File: config.mk
export PLATFORM = sky130hd
export DESIGN_NAME = mps_core_regs
export DESIGN_NICKNAME = d
export VERILOG_FILES = /design/src/mps_pkg.sv /design/src/mps_core_regs.sv
export SDC_FILE = /design/constraint.sdc
export NUM_CORES = 1
export LEC_CHECK = 0
export BUFFER_PORTS_ARGS = -buffer_cell sky130_fd_sc_hd__buf_2
export CAP_MARGIN = 20
export CORE_ASPECT_RATIO = 1.75
export CORE_UTILIZATION = 40
export DETAILED_ROUTE_END_ITERATION = 6
export PLACE_DENSITY = 0.71
export SYNTH_ARGS = -nofsm -noshare
export SYNTH_HDL_FRONTEND = slang
export SYNTH_SLANG_ARGS = --single-unit
File: constraint.sdc
create_clock -name mclk -period 3.8 [get_ports mclk]
set_clock_uncertainty 0.05 [all_clocks]
set_input_delay 0 -clock mclk [delete_from_list [all_inputs] [get_ports mclk]]
set_output_delay 0 -clock mclk [all_outputs]
set_load 0.03 [all_outputs]
File: src/mps_pkg.sv
package mps_pkg;

   // Register indices; the byte address on the bus is four times the index.
   localparam logic [5:0] IDX_PC_LOW      = 6'h02;
   localparam logic [5:0] IDX_STATUS      = 6'h03;
   localparam logic [5:0] IDX_RAM_SELECT  = 6'h04;
   localparam logic [5:0] IDX_TABLE_LOW   = 6'h09;
   localparam logic [5:0] IDX_WAKE_ENABLE = 6'h0a;
   localparam logic [5:0] IDX_CLOCK_DIV   = 6'h10;
   localparam logic [5:0] IDX_STACK_PTR   = 6'h11;

   // Field positions.
   localparam int BIT_TIMEOUT   = 4;
   localparam int BIT_POWERDOWN = 3;
   localparam int BIT_ZERO      = 2;
   localparam int BIT_AUX_CARRY = 1;
   localparam int BIT_CARRY     = 0;
   localparam int BIT_CMP2_WAKE = 7;
   localparam int BIT_PORT_WAKE = 6;
   localparam int BIT_ADC_WAKE  = 5;
   localparam int BIT_EXT_WAKE  = 4;
   localparam int BIT_CMP1_WAKE = 2;
   localparam int BIT_CMP3_WAKE = 1;

   // Masks of implemented bits; bits outside read as zero.
   localparam logic [7:0] WAKE_MASK   = 8'hf6;
   localparam logic [7:0] STATUS_MASK = 8'h1f;

   // Widths and paging.
   localparam int PC_W     = 11;
   localparam int PAGE_W   = 10;
   localparam int STACK_DEPTH_DEFAULT = 8;

   // Values after reset.
   localparam logic [10:0] PC_RESET    = 11'h000;
   localparam logic [7:0]  BYTE_RESET  = 8'h00;
   localparam logic [1:0]  DIV_RESET   = 2'h0;
   localparam logic [3:0]  DIV_CNT_RESET = 4'h0;

   localparam logic [1:0] RESP_OKAY   = 2'h0;
   localparam logic [1:0] RESP_SLVERR = 2'h2;

   typedef enum logic [1:0] {
      ST_RUN   = 2'b01,
      ST_FLUSH = 2'b10
   } mps_state_t;

   typedef enum logic [3:0] {
      OP_ADVANCE       = 4'h0,
      OP_SHORT_JUMP    = 4'h1,
      OP_SHORT_CALL    = 4'h2,
      OP_LONG_JUMP     = 4'h3,
      OP_LONG_CALL     = 4'h4,
      OP_RETURN        = 4'h5,
      OP_RETURN_LIT    = 4'h6,
      OP_RETURN_INT    = 4'h7,
      OP_ADD_PC        = 4'h8,
      OP_MOVE_PC       = 4'h9,
      OP_WRITE_PC      = 4'ha,
      OP_SLEEP         = 4'hb,
      OP_WATCHDOG_CLR  = 4'hc
   } mps_op_t;

endpackage : mps_pkg

File: src/mps_core_regs.sv
// The AXI4-Lite register port was chosen for this implementation.
`timescale 1ns/1ps
`default_nettype none

module mps_core_regs #(
   parameter int STACK_DEPTH = mps_pkg::STACK_DEPTH_DEFAULT,
   parameter int ADDR_W      = 8
) (
   // Clock, reset, enable
   input  wire logic              mclk,
   input  wire logic              reset,
   input  wire logic              clk_en,

   // AXI4-Lite write channels
   input  wire logic [ADDR_W-1:0] s_axi_awaddr,
   input  wire logic              s_axi_awvalid,
   output logic                   s_axi_awready,
   input  wire logic [31:0]       s_axi_wdata,
   input  wire logic [3:0]        s_axi_wstrb,
   input  wire logic              s_axi_wvalid,
   output logic                   s_axi_wready,
   output logic [1:0]             s_axi_bresp,
   output logic                   s_axi_bvalid,
   input  wire logic              s_axi_bready,

   // AXI4-Lite read channels
   input  wire logic [ADDR_W-1:0] s_axi_araddr,
   input  wire logic              s_axi_arvalid,
   output logic                   s_axi_arready,
   output logic [31:0]            s_axi_rdata,
   output logic [1:0]             s_axi_rresp,
   output logic                   s_axi_rvalid,
   input  wire logic              s_axi_rready,

   // Instruction stream from the decoder
   input  wire logic              instr_valid,
   input  wire mps_pkg::mps_op_t  instr_op,
   input  wire logic [10:0]       instr_operand,
   input  wire logic [7:0]        acc_value,
   output logic                   instr_ready,

   // Flag updates from the ALU and watchdog
   input  wire logic              alu_flags_we,
   input  wire logic              alu_zero,
   input  wire logic              alu_aux_carry,
   input  wire logic              alu_carry,
   input  wire logic              watchdog_timeout,

   // Data memory addressing
   input  wire logic [5:0]        data_addr,
   output logic [5:0]             resolved_addr,
   output logic [1:0]             bank_select,

   // Counter, table pointer, wake-up enables
   output logic [10:0]            program_counter,
   output logic                   page_select,
   output logic [7:0]             table_pointer_low_byte,
   output logic                   comparator2_wake_en,
   output logic                   port_change_wake_en,
   output logic                   adc_wake_en,
   output logic                   ext_pin_wake_en,
   output logic                   comparator1_wake_en,
   output logic                   comparator3_wake_en
);

   localparam int SP_W = (STACK_DEPTH > 1) ? $clog2(STACK_DEPTH) : 1;

   typedef struct packed {
      mps_pkg::mps_state_t              st;
      logic [3:0]                       div_cnt;
      logic [10:0]                      pc;
      logic [STACK_DEPTH-1:0][10:0]     stk;
      logic [SP_W-1:0]                  sp;
      logic [7:0]                       status;
      logic [7:0]                       ram_select_reg;
      logic [7:0]                       table_low;
      logic [7:0]                       wake;
      logic [1:0]                       div_sel;
      logic                             bvalid;
      logic [1:0]                       bresp;
      logic                             rvalid;
      logic [1:0]                       rresp;
      logic [31:0]                      rdata;
   } mps_regs_t;

   mps_regs_t state_reg;
   mps_regs_t state_next;

   logic        cycle_tick;
   logic [3:0]  div_limit;
   logic        wr_go;
   logic        rd_go;
   logic [5:0]  wr_idx;
   logic [5:0]  rd_idx;
   logic [10:0] pc_plus;
   logic [10:0] top_entry;

   // The instruction cycle runs at mclk divided by 2, 4, 8 or 16.
   assign div_limit  = 4'((5'h02 << state_reg.div_sel) - 5'h01);
   assign cycle_tick = clk_en && (state_reg.div_cnt == div_limit);
   assign pc_plus    = state_reg.pc + 11'h001;
   assign top_entry  = state_reg.stk[SP_W'(state_reg.sp - SP_W'(1))];

   // An instruction is taken only on a tick and never during the flush cycle.
   assign instr_ready = cycle_tick && (state_reg.st == mps_pkg::ST_RUN);

   assign s_axi_awready = clk_en && !state_reg.bvalid && s_axi_awvalid && s_axi_wvalid;
   assign s_axi_wready  = s_axi_awready;
   assign s_axi_arready = clk_en && !state_reg.rvalid && s_axi_arvalid;
   assign wr_go  = s_axi_awready;
   assign rd_go  = s_axi_arready;
   assign wr_idx = s_axi_awaddr[7:2];
   assign rd_idx = s_axi_araddr[7:2];

   always_comb begin
      state_next = state_reg;

      // Bus write, applied first so core events below take priority.
      if (s_axi_bvalid && s_axi_bready) begin
         state_next.bvalid = 1'b0;
      end
      if (wr_go) begin
         state_next.bvalid = 1'b1;
         state_next.bresp  = mps_pkg::RESP_OKAY;
         case (wr_idx)
            mps_pkg::IDX_PC_LOW: begin
               if (s_axi_wstrb[0]) begin
                  state_next.pc[7:0] = s_axi_wdata[7:0];
               end
            end
            mps_pkg::IDX_STATUS: begin
               if (s_axi_wstrb[0]) begin
                  state_next.status[2:0] = s_axi_wdata[2:0];
               end
            end
            mps_pkg::IDX_RAM_SELECT: begin
               if (s_axi_wstrb[0]) begin
                  state_next.ram_select_reg = s_axi_wdata[7:0];
               end
            end
            mps_pkg::IDX_TABLE_LOW: begin
               if (s_axi_wstrb[0]) begin
                  state_next.table_low = s_axi_wdata[7:0];
               end
            end
            mps_pkg::IDX_WAKE_ENABLE: begin
               if (s_axi_wstrb[0]) begin
                  state_next.wake = s_axi_wdata[7:0] & mps_pkg::WAKE_MASK;
               end
            end
            mps_pkg::IDX_CLOCK_DIV: begin
               if (s_axi_wstrb[0]) begin
                  state_next.div_sel = s_axi_wdata[1:0];
               end
            end
            mps_pkg::IDX_STACK_PTR: begin
               state_next.bresp = mps_pkg::RESP_SLVERR;
            end
            default: begin
               state_next.bresp = mps_pkg::RESP_SLVERR;
            end
         endcase
      end

      // Bus read.
      if (s_axi_rvalid && s_axi_rready) begin
         state_next.rvalid = 1'b0;
      end
      if (rd_go) begin
         state_next.rvalid = 1'b1;
         state_next.rresp  = mps_pkg::RESP_OKAY;
         state_next.rdata  = 32'h0000_0000;
         case (rd_idx)
            mps_pkg::IDX_PC_LOW: begin
               state_next.rdata[7:0] = state_reg.pc[7:0];
            end
            mps_pkg::IDX_STATUS: begin
               state_next.rdata[7:0] = state_reg.status & mps_pkg::STATUS_MASK;
            end
            mps_pkg::IDX_RAM_SELECT: begin
               state_next.rdata[7:0] = state_reg.ram_select_reg;
            end
            mps_pkg::IDX_TABLE_LOW: begin
               state_next.rdata[7:0] = state_reg.table_low;
            end
            mps_pkg::IDX_WAKE_ENABLE: begin
               state_next.rdata[7:0] = state_reg.wake & mps_pkg::WAKE_MASK;
            end
            mps_pkg::IDX_CLOCK_DIV: begin
               state_next.rdata[1:0] = state_reg.div_sel;
            end
            mps_pkg::IDX_STACK_PTR: begin
               state_next.rdata[SP_W-1:0] = state_reg.sp;
            end
            default: begin
               state_next.rresp = mps_pkg::RESP_SLVERR;
            end
         endcase
      end

      // Instruction cycle divider.
      if (cycle_tick) begin
         state_next.div_cnt = mps_pkg::DIV_CNT_RESET;
      end else begin
         state_next.div_cnt = state_reg.div_cnt + 4'h1;
      end

      // Sequencing.
      case (state_reg.st)
         mps_pkg::ST_RUN: begin
            if (instr_ready && instr_valid) begin
               state_next.pc = pc_plus;
               case (instr_op)
                  mps_pkg::OP_SHORT_JUMP: begin
                     // Page bit stays, so the target lies in the current 1K page.
                     state_next.pc = {state_reg.pc[10], instr_operand[9:0]};
                     state_next.st = mps_pkg::ST_FLUSH;
                  end
                  mps_pkg::OP_SHORT_CALL: begin
                     state_next.pc = {state_reg.pc[10], instr_operand[9:0]};
                     state_next.stk[state_reg.sp] = pc_plus;
                     state_next.sp = SP_W'(state_reg.sp + SP_W'(1));
                     state_next.st = mps_pkg::ST_FLUSH;
                  end
                  mps_pkg::OP_LONG_JUMP: begin
                     state_next.pc = instr_operand;
                     state_next.st = mps_pkg::ST_FLUSH;
                  end
                  mps_pkg::OP_LONG_CALL: begin
                     state_next.pc = instr_operand;
                     state_next.stk[state_reg.sp] = pc_plus;
                     state_next.sp = SP_W'(state_reg.sp + SP_W'(1));
                     state_next.st = mps_pkg::ST_FLUSH;
                  end
                  mps_pkg::OP_RETURN,
                  mps_pkg::OP_RETURN_LIT,
                  mps_pkg::OP_RETURN_INT: begin
                     // The stack is circular: underflow wraps, as on the real part.
                     state_next.pc = top_entry;
                     state_next.sp = SP_W'(state_reg.sp - SP_W'(1));
                     state_next.st = mps_pkg::ST_FLUSH;
                  end
                  mps_pkg::OP_ADD_PC: begin
                     state_next.pc = pc_plus + {3'h0, acc_value};
                     state_next.st = mps_pkg::ST_FLUSH;
                  end
                  mps_pkg::OP_MOVE_PC: begin
                     state_next.pc = {state_reg.pc[10:8], acc_value};
                     state_next.st = mps_pkg::ST_FLUSH;
                  end
                  mps_pkg::OP_WRITE_PC: begin
                     state_next.pc = {state_reg.pc[10:8], instr_operand[7:0]};
                     state_next.st = mps_pkg::ST_FLUSH;
                  end
                  mps_pkg::OP_SLEEP: begin
                     state_next.status[mps_pkg::BIT_POWERDOWN] = 1'b0;
                  end
                  default: begin
                  end
               endcase
            end
         end
         mps_pkg::ST_FLUSH: begin
            if (cycle_tick) begin
               state_next.st = mps_pkg::ST_RUN;
            end
         end
         default: begin
            state_next.st = mps_pkg::ST_RUN;
         end
      endcase

      // Flags: time-out clears first, so a same-cycle set wins.
      if (clk_en && watchdog_timeout) begin
         state_next.status[mps_pkg::BIT_TIMEOUT] = 1'b0;
      end
      if (instr_ready && instr_valid) begin
         if (instr_op == mps_pkg::OP_SLEEP || instr_op == mps_pkg::OP_WATCHDOG_CLR) begin
            state_next.status[mps_pkg::BIT_TIMEOUT] = 1'b1;
         end
         if (instr_op == mps_pkg::OP_WATCHDOG_CLR) begin
            state_next.status[mps_pkg::BIT_POWERDOWN] = 1'b1;
         end
      end
      if (clk_en && alu_flags_we) begin
         state_next.status[mps_pkg::BIT_ZERO]      = alu_zero;
         state_next.status[mps_pkg::BIT_AUX_CARRY] = alu_aux_carry;
         state_next.status[mps_pkg::BIT_CARRY]     = alu_carry;
      end
      state_next.status[7:5] = 3'h0;
   end

   always_ff @(posedge mclk) begin
      if (reset) begin
         state_reg                <= '0;
         state_reg.st             <= mps_pkg::ST_RUN;
         state_reg.pc             <= mps_pkg::PC_RESET;
         state_reg.status         <= mps_pkg::BYTE_RESET;
         // Reset stands for power-up, so both time-out and power-down start set.
         state_reg.status[mps_pkg::BIT_TIMEOUT]   <= 1'b1;
         state_reg.status[mps_pkg::BIT_POWERDOWN] <= 1'b1;
         state_reg.ram_select_reg <= mps_pkg::BYTE_RESET;
         state_reg.table_low      <= mps_pkg::BYTE_RESET;
         state_reg.wake           <= mps_pkg::BYTE_RESET;
         state_reg.div_sel        <= mps_pkg::DIV_RESET;
         state_reg.div_cnt        <= mps_pkg::DIV_CNT_RESET;
      end else if (clk_en) begin
         state_reg <= state_next;
      end
   end

   // The indirect location holds nothing; it is redirected to the select address.
   assign resolved_addr = (data_addr == 6'h00) ? state_reg.ram_select_reg[5:0]
                                                : data_addr;
   assign bank_select   = state_reg.ram_select_reg[7:6];

   assign program_counter        = state_reg.pc;
   assign page_select            = state_reg.pc[mps_pkg::PAGE_W];
   assign table_pointer_low_byte = state_reg.table_low;
   assign comparator2_wake_en    = state_reg.wake[mps_pkg::BIT_CMP2_WAKE];
   assign comparator1_wake_en    = state_reg.wake[mps_pkg::BIT_CMP1_WAKE];
   assign comparator3_wake_en    = state_reg.wake[mps_pkg::BIT_CMP3_WAKE];
   assign port_change_wake_en    = state_reg.wake[mps_pkg::BIT_PORT_WAKE];
   assign ext_pin_wake_en        = state_reg.wake[mps_pkg::BIT_EXT_WAKE];
   // Software must set this before relying on ADC completion during sleep.
   assign adc_wake_en            = state_reg.wake[mps_pkg::BIT_ADC_WAKE];

   assign s_axi_bvalid = state_reg.bvalid;
   assign s_axi_bresp  = state_reg.bresp;
   assign s_axi_rvalid = state_reg.rvalid;
   assign s_axi_rresp  = state_reg.rresp;
   assign s_axi_rdata  = state_reg.rdata;

endmodule : mps_core_regs

`default_nettype wire

After elaboration in Yosys (flattened, before gate mapping):

Index checks and enable logic that the tools add are counted.

* register bits: 151
* bits of input ports: 95
* output and inout port bits: 76
* logic and storage cells: 159

* $add $sub $neg: 6
* order comparisons: 3
* equal/unequal tests: 31
* shift operators: 1
* muxes and demuxes: 46
* bitwise operators: 3
* reductions and logical operators: 44

Operators by type and width (count)
* 99-bit 2-to-1 mux: 2
* 88-bit bitwise mux: 1
* 88-bit 2-to-1 mux: 1
* 8-bit 2-to-1 mux: 9
* 11-bit case mux with 6 select lines: 1
* 35-bit 2-to-1 mux: 1
* 11-bit binary-select mux with 3-bit select: 1
* 11-bit demux with 3-bit select: 1
* 32-bit 2-to-1 mux: 1
* 4-bit AND reduction: 8
* 5-bit case mux with 5 select lines: 1
* 6-bit by 2-bit == test with 1-bit output, second input constant: 4
* 6-bit by 4-bit == test with 1-bit output, second input constant: 4
* 11-bit 2-to-1 mux: 2
* 4-bit == test, second input constant: 5
* 6-bit by 5-bit == test with 1-bit output, second input constant: 3
* 4-bit by 3-bit == test with 1-bit output, second input constant: 4
* 2-bit 2-to-1 mux: 8
* 2-bit case mux with 7 select lines: 1
* 1-bit logical AND: 13
* 6-bit by 3-bit == test with 1-bit output, second input constant: 2
* 2-bit nonzero test: 6
* 11-bit by 1-bit adder with 11-bit output, second input constant: 1
* 11-bit by 8-bit adder with 11-bit output: 1
* 33 further kinds: 53

Logic depth before layout (Yosys ltp):

* depth in word-level cells: 10
* gate-level depth with buffers: 12
* gate-level depth less buffers: 12

Worst setup path after synthesis:

No wires, ideal clock.

* path kind: flip-flop to flip-flop
* start: reg state_reg, in the netlist program_counter[0]
* end: reg state_reg, in the netlist program_counter[9]
* setup time: 0.137 ns
* arrival time: 2.839 ns
* required time: 3.613 ns
* setup slack: 0.774 ns
* stages on the path, launching flop included: 13
* path buffers: 0
* period minus slack after synthesis: 3.026 ns
* path through: dfxtp_1 ha_1 and3_1 and3_1 xnor2_1 inv_1 ha_1 nand2_1 o21ai_0 o21ai_0 a211oi_1 mux2i_1 a221oi_1

* cells in the longest elaborated chain, start to end: 3

RTL lines
* start: declaration: RTL line mps_core_regs.sv:86 `mps_regs_t state_reg;`
* start signal: assignment: RTL line mps_core_regs.sv:308 `state_reg <= state_next;`
* 11-bit by 1-bit adder with 11-bit output *: RTL line mps_core_regs.sv:101 `assign pc_plus = state_reg.pc + 11'h001;`
* 11-bit by 8-bit adder with 11-bit output: RTL line mps_core_regs.sv:244 `state_next.pc = pc_plus + {3'h0, acc_value};`
* 11-bit case mux with 6 select lines *: RTL line mps_core_regs.sv:213 `case (instr_op)`

Mark *: on every way between the ends. The rest lies on a longest branch, timed or not.
A chain may end at the register's enable or synchronous reset.

Final worst setup path:

Same ends and word-level chain as after synthesis.

==> flow_metrics.tcl <==
set metrics [dict create \
    status "complete, no violations" \
    drive_gt1_share_pct 20.67 \
    synth_area_um2 8544 \
    dieArea_um2 21970 \
    ys_types 81 \
    end_kind "flop" \
    drt_iter0_markers 476 \
    cp.required_ps 4090 \
    reg2reg_slack_ps 580 \
    synth_area_leaders "dfxtp_1 (35%), nor2_1 (9.0%), mux2i_1 (7.4%)" \
    coreArea_um2 20930 \
    wl_per_cell_um 18.31 \
    rsz0062_at_grt "no" \
    postCtsResizedCells 0 \
    drc 0 \
    setup_ws_ps 583.6 \
    yosys_warnings 0 \
    ys.flop_type "dfxtp_1" \
    routed-via-count 7480 \
    yosys_register_bits 149 \
    crit_arrival_ps 3500 \
    firstDrtPassIters 5 \
    clockBufferDepth 2 \
    fin_nets 1165 \
    synth_top_cell_by_area "dfxtp_1" \
    grt-ovfl-total 0 \
    maxSlewViolCount 0 \
    setup_viol 0 \
    max_freq_mhz 310.9 \
    viasPerCell 5.662 \
    place.gp.congestion 0.9236 \
    grt_use_total_pct 22.07 \
    final_util_pct 46.72 \
    critPathMaxFanout 9 \
    die_h_um 195.3 \
    fin_crit_sh_pct 84.64 \
    clock_latency_ps 430 \
    synth_edf_count 0 \
    io_pins 171 \
    p_leak_uw 0.004070 \
    grt_max_degree 113 \
    synth-simple-area-share_pct 18.19 \
    synth_compound_area_share_pct 18.13 \
    startpoint_type "flop" \
    synth_area_per_cell_um2 8.746 \
    worstHoldPathType "in -> reg" \
    hold_viol_final 0 \
    vdd_drop_max_mv 0.3179 \
    synth_top_family_by_area "simple AND/OR/NAND/NOR gates" \
    min_path_cells 4 \
    min-delay-start "s_axi_awaddr[6]" \
    tightest_slew_ps 1075 \
    htree_levels 4 \
    rr_worst_depth 13 \
    ys_seq_area_share_pct 34.91 \
    syn_to_final_growth_pct 14.45 \
    place_hpwl_um 17160 \
    yosysMostFrequentCell "nor2_1" \
    synthAdderAreaFrac_pct 2.138 \
    die_w_um 112.5 \
    dpl_worst_slack_ps 638.3 \
    final.setup.tns_ps 0 \
    clk_pin_slew_ps 70 \
    powerDensity_nw_per_um2 382.6 \
    cts_sinks 149 \
    ant_nets 0 \
    syn_inst 977 \
    io_buffers 113 \
    fill_cells 1939 \
    r2r_start "program_counter[0]" \
    crit_type "reg -> reg" \
    cts_tree "done" \
    num_rows 70 \
    muxShareOfSynthArea_pct 13.97 \
    antenna_cells 0 \
    clockRootBuffer "clkbuf_16" \
    cts_buffers 17 \
    grt_pass1_vias 7178 \
    initial_utilization_pct 40.82 \
    cap_violations 0 \
    grt_pass1_wl_um 37560 \
    ys_top_cells_by_count "nor2_1 (206), dfxtp_1 (149), a21oi_1 (65), mux2i_1 (63), buf_4 (61)" \
    slew_headroom_pct 27.79 \
    postSynth.asyncResetShare_pct 0 \
    yosysTopAreaCellShare_pct 34.91 \
    antenna_found_initial 1 \
    holdWs_ps 14.30 \
    min_period_ps 3216 \
    wl_um 24190 \
    synth_xor_area_share_pct 2.445 \
    r2r_end "program_counter[9]" \
    worstHoldEndpoint "state_reg[39]" \
]
==> through the flow <==
step / power (uW) / instances / cell area [um^2]
2_1_floorplan: 1953 / 1002 / 8638
3_3_place_gp: 2046 / 1256 / 8857
3_5_place_dp: 2051 / 1256 / 8857
4_1_cts: 3756 / 1321 / 9779
5_1_grt: 3862 / 1321 / 9779
6_report: 3742 / 1321 / 9779
==> metal layers <==
metal  global-route usage [%]  routed length, um  vias up
met1                    21.67               8863     3524
met3                    3.786               1006       88
met4                    15.41               1467        2
met2                    41.41              12840      284
met5                        0                 13        -
li1                         -                  -     3582
==> logic make-up (layout without fill, tap and decap cells) <==
logic type,after synthesis,in the layout
mux,91,91
fa+ha+maj,14,14
buf+inv,144,211
other cells,1,26
compound gates,217,217
simple gates,338,338
xor+xnor,23,23
flops,149,149
==> repair_timing <==
action | CTS | global route
endpoints found under the hold margin | 45 | 0
setup buffers | 0 | 0
hold buffers | 33 | 0
==> report_power, final <==
group / internal [uW] / leakage, uW / switching (uW)
combinational: 156 / 0.00257 / 292
sequential: 1580 / 0.00120 / 19.7
clock: 992 / 0.000292 / 701
==> final cells by class <==
type,instances,area [um^2],area share (%)
Inverter,15,56.30,0.5757
Timing Repair Buffer,164,1046,10.70
Tap cell,252,315.3,3.224
Sequential cell,149,2984,30.51
Multi-Input combinational cell,709,4786,48.94
Clock inverter,13,148.9,1.523
Clock buffer,19,442.9,4.529
==> cells in the final DEF, fill, tap and decap left out, types with 4 or more instances in the layout <==
cell / synthesis / layout
a2111oi_0: 4 / 4
a211oi_1: 44 / 44
a211oi_2: 9 / 9
a21o_1: 10 / 10
a21oi_1: 65 / 65
a221oi_1: 4 / 4
a222oi_1: 7 / 7
a311oi_1: 7 / 7
a31oi_1: 6 / 6
and3_1: 4 / 4
buf_2: 10 / 112
buf_4: 61 / 18
clkbuf_16: 0 / 17
clkinv_4: 0 / 7
conb_1: 1 / 26
dfxtp_1: 149 / 148
dlygate4sd3_1: 0 / 33
ha_1: 13 / 13
inv_1: 15 / 15
mux2_2: 6 / 6
mux2i_1: 63 / 63
mux4_2: 22 / 22
nand2_1: 38 / 38
nand2b_1: 7 / 7
nand3_1: 9 / 9
nand3b_1: 7 / 7
nand4_1: 5 / 5
nor2_1: 206 / 206
nor2b_1: 6 / 6
nor3_1: 14 / 14
nor3b_1: 5 / 5
nor4_1: 4 / 4
o2111ai_1: 5 / 5
o21ai_0: 19 / 19
o21bai_1: 4 / 4
or2_2: 4 / 4
xnor2_1: 15 / 15
xor2_1: 7 / 7
==> worst max path at each step <==
stage	from	end	slack, ps
2_1_floorplan	program_counter[0]	program_counter[9]	770
3_3_place_gp	program_counter[0]	program_counter[9]	710
3_5_place_dp	program_counter[0]	program_counter[9]	640
4_1_cts	program_counter[0]	program_counter[9]	610
5_1_grt	program_counter[0]	program_counter[9]	370
6_report	program_counter[0]	program_counter[9]	580
==> worst max-delay path, stage by stage, from the launching register on <==
cell and delay, ps:
dfxtp_1 310, ha_1 260, and3_1 260, and3_1 200, xnor2_1 130, buf_4 200, inv_1 100, ha_1 340
a21oi_1 180, nand2_1 60, o21ai_0 420, a211oi_1 180, mux2i_1 180, a221oi_1 240
Power figures use the tool's default switching activity.
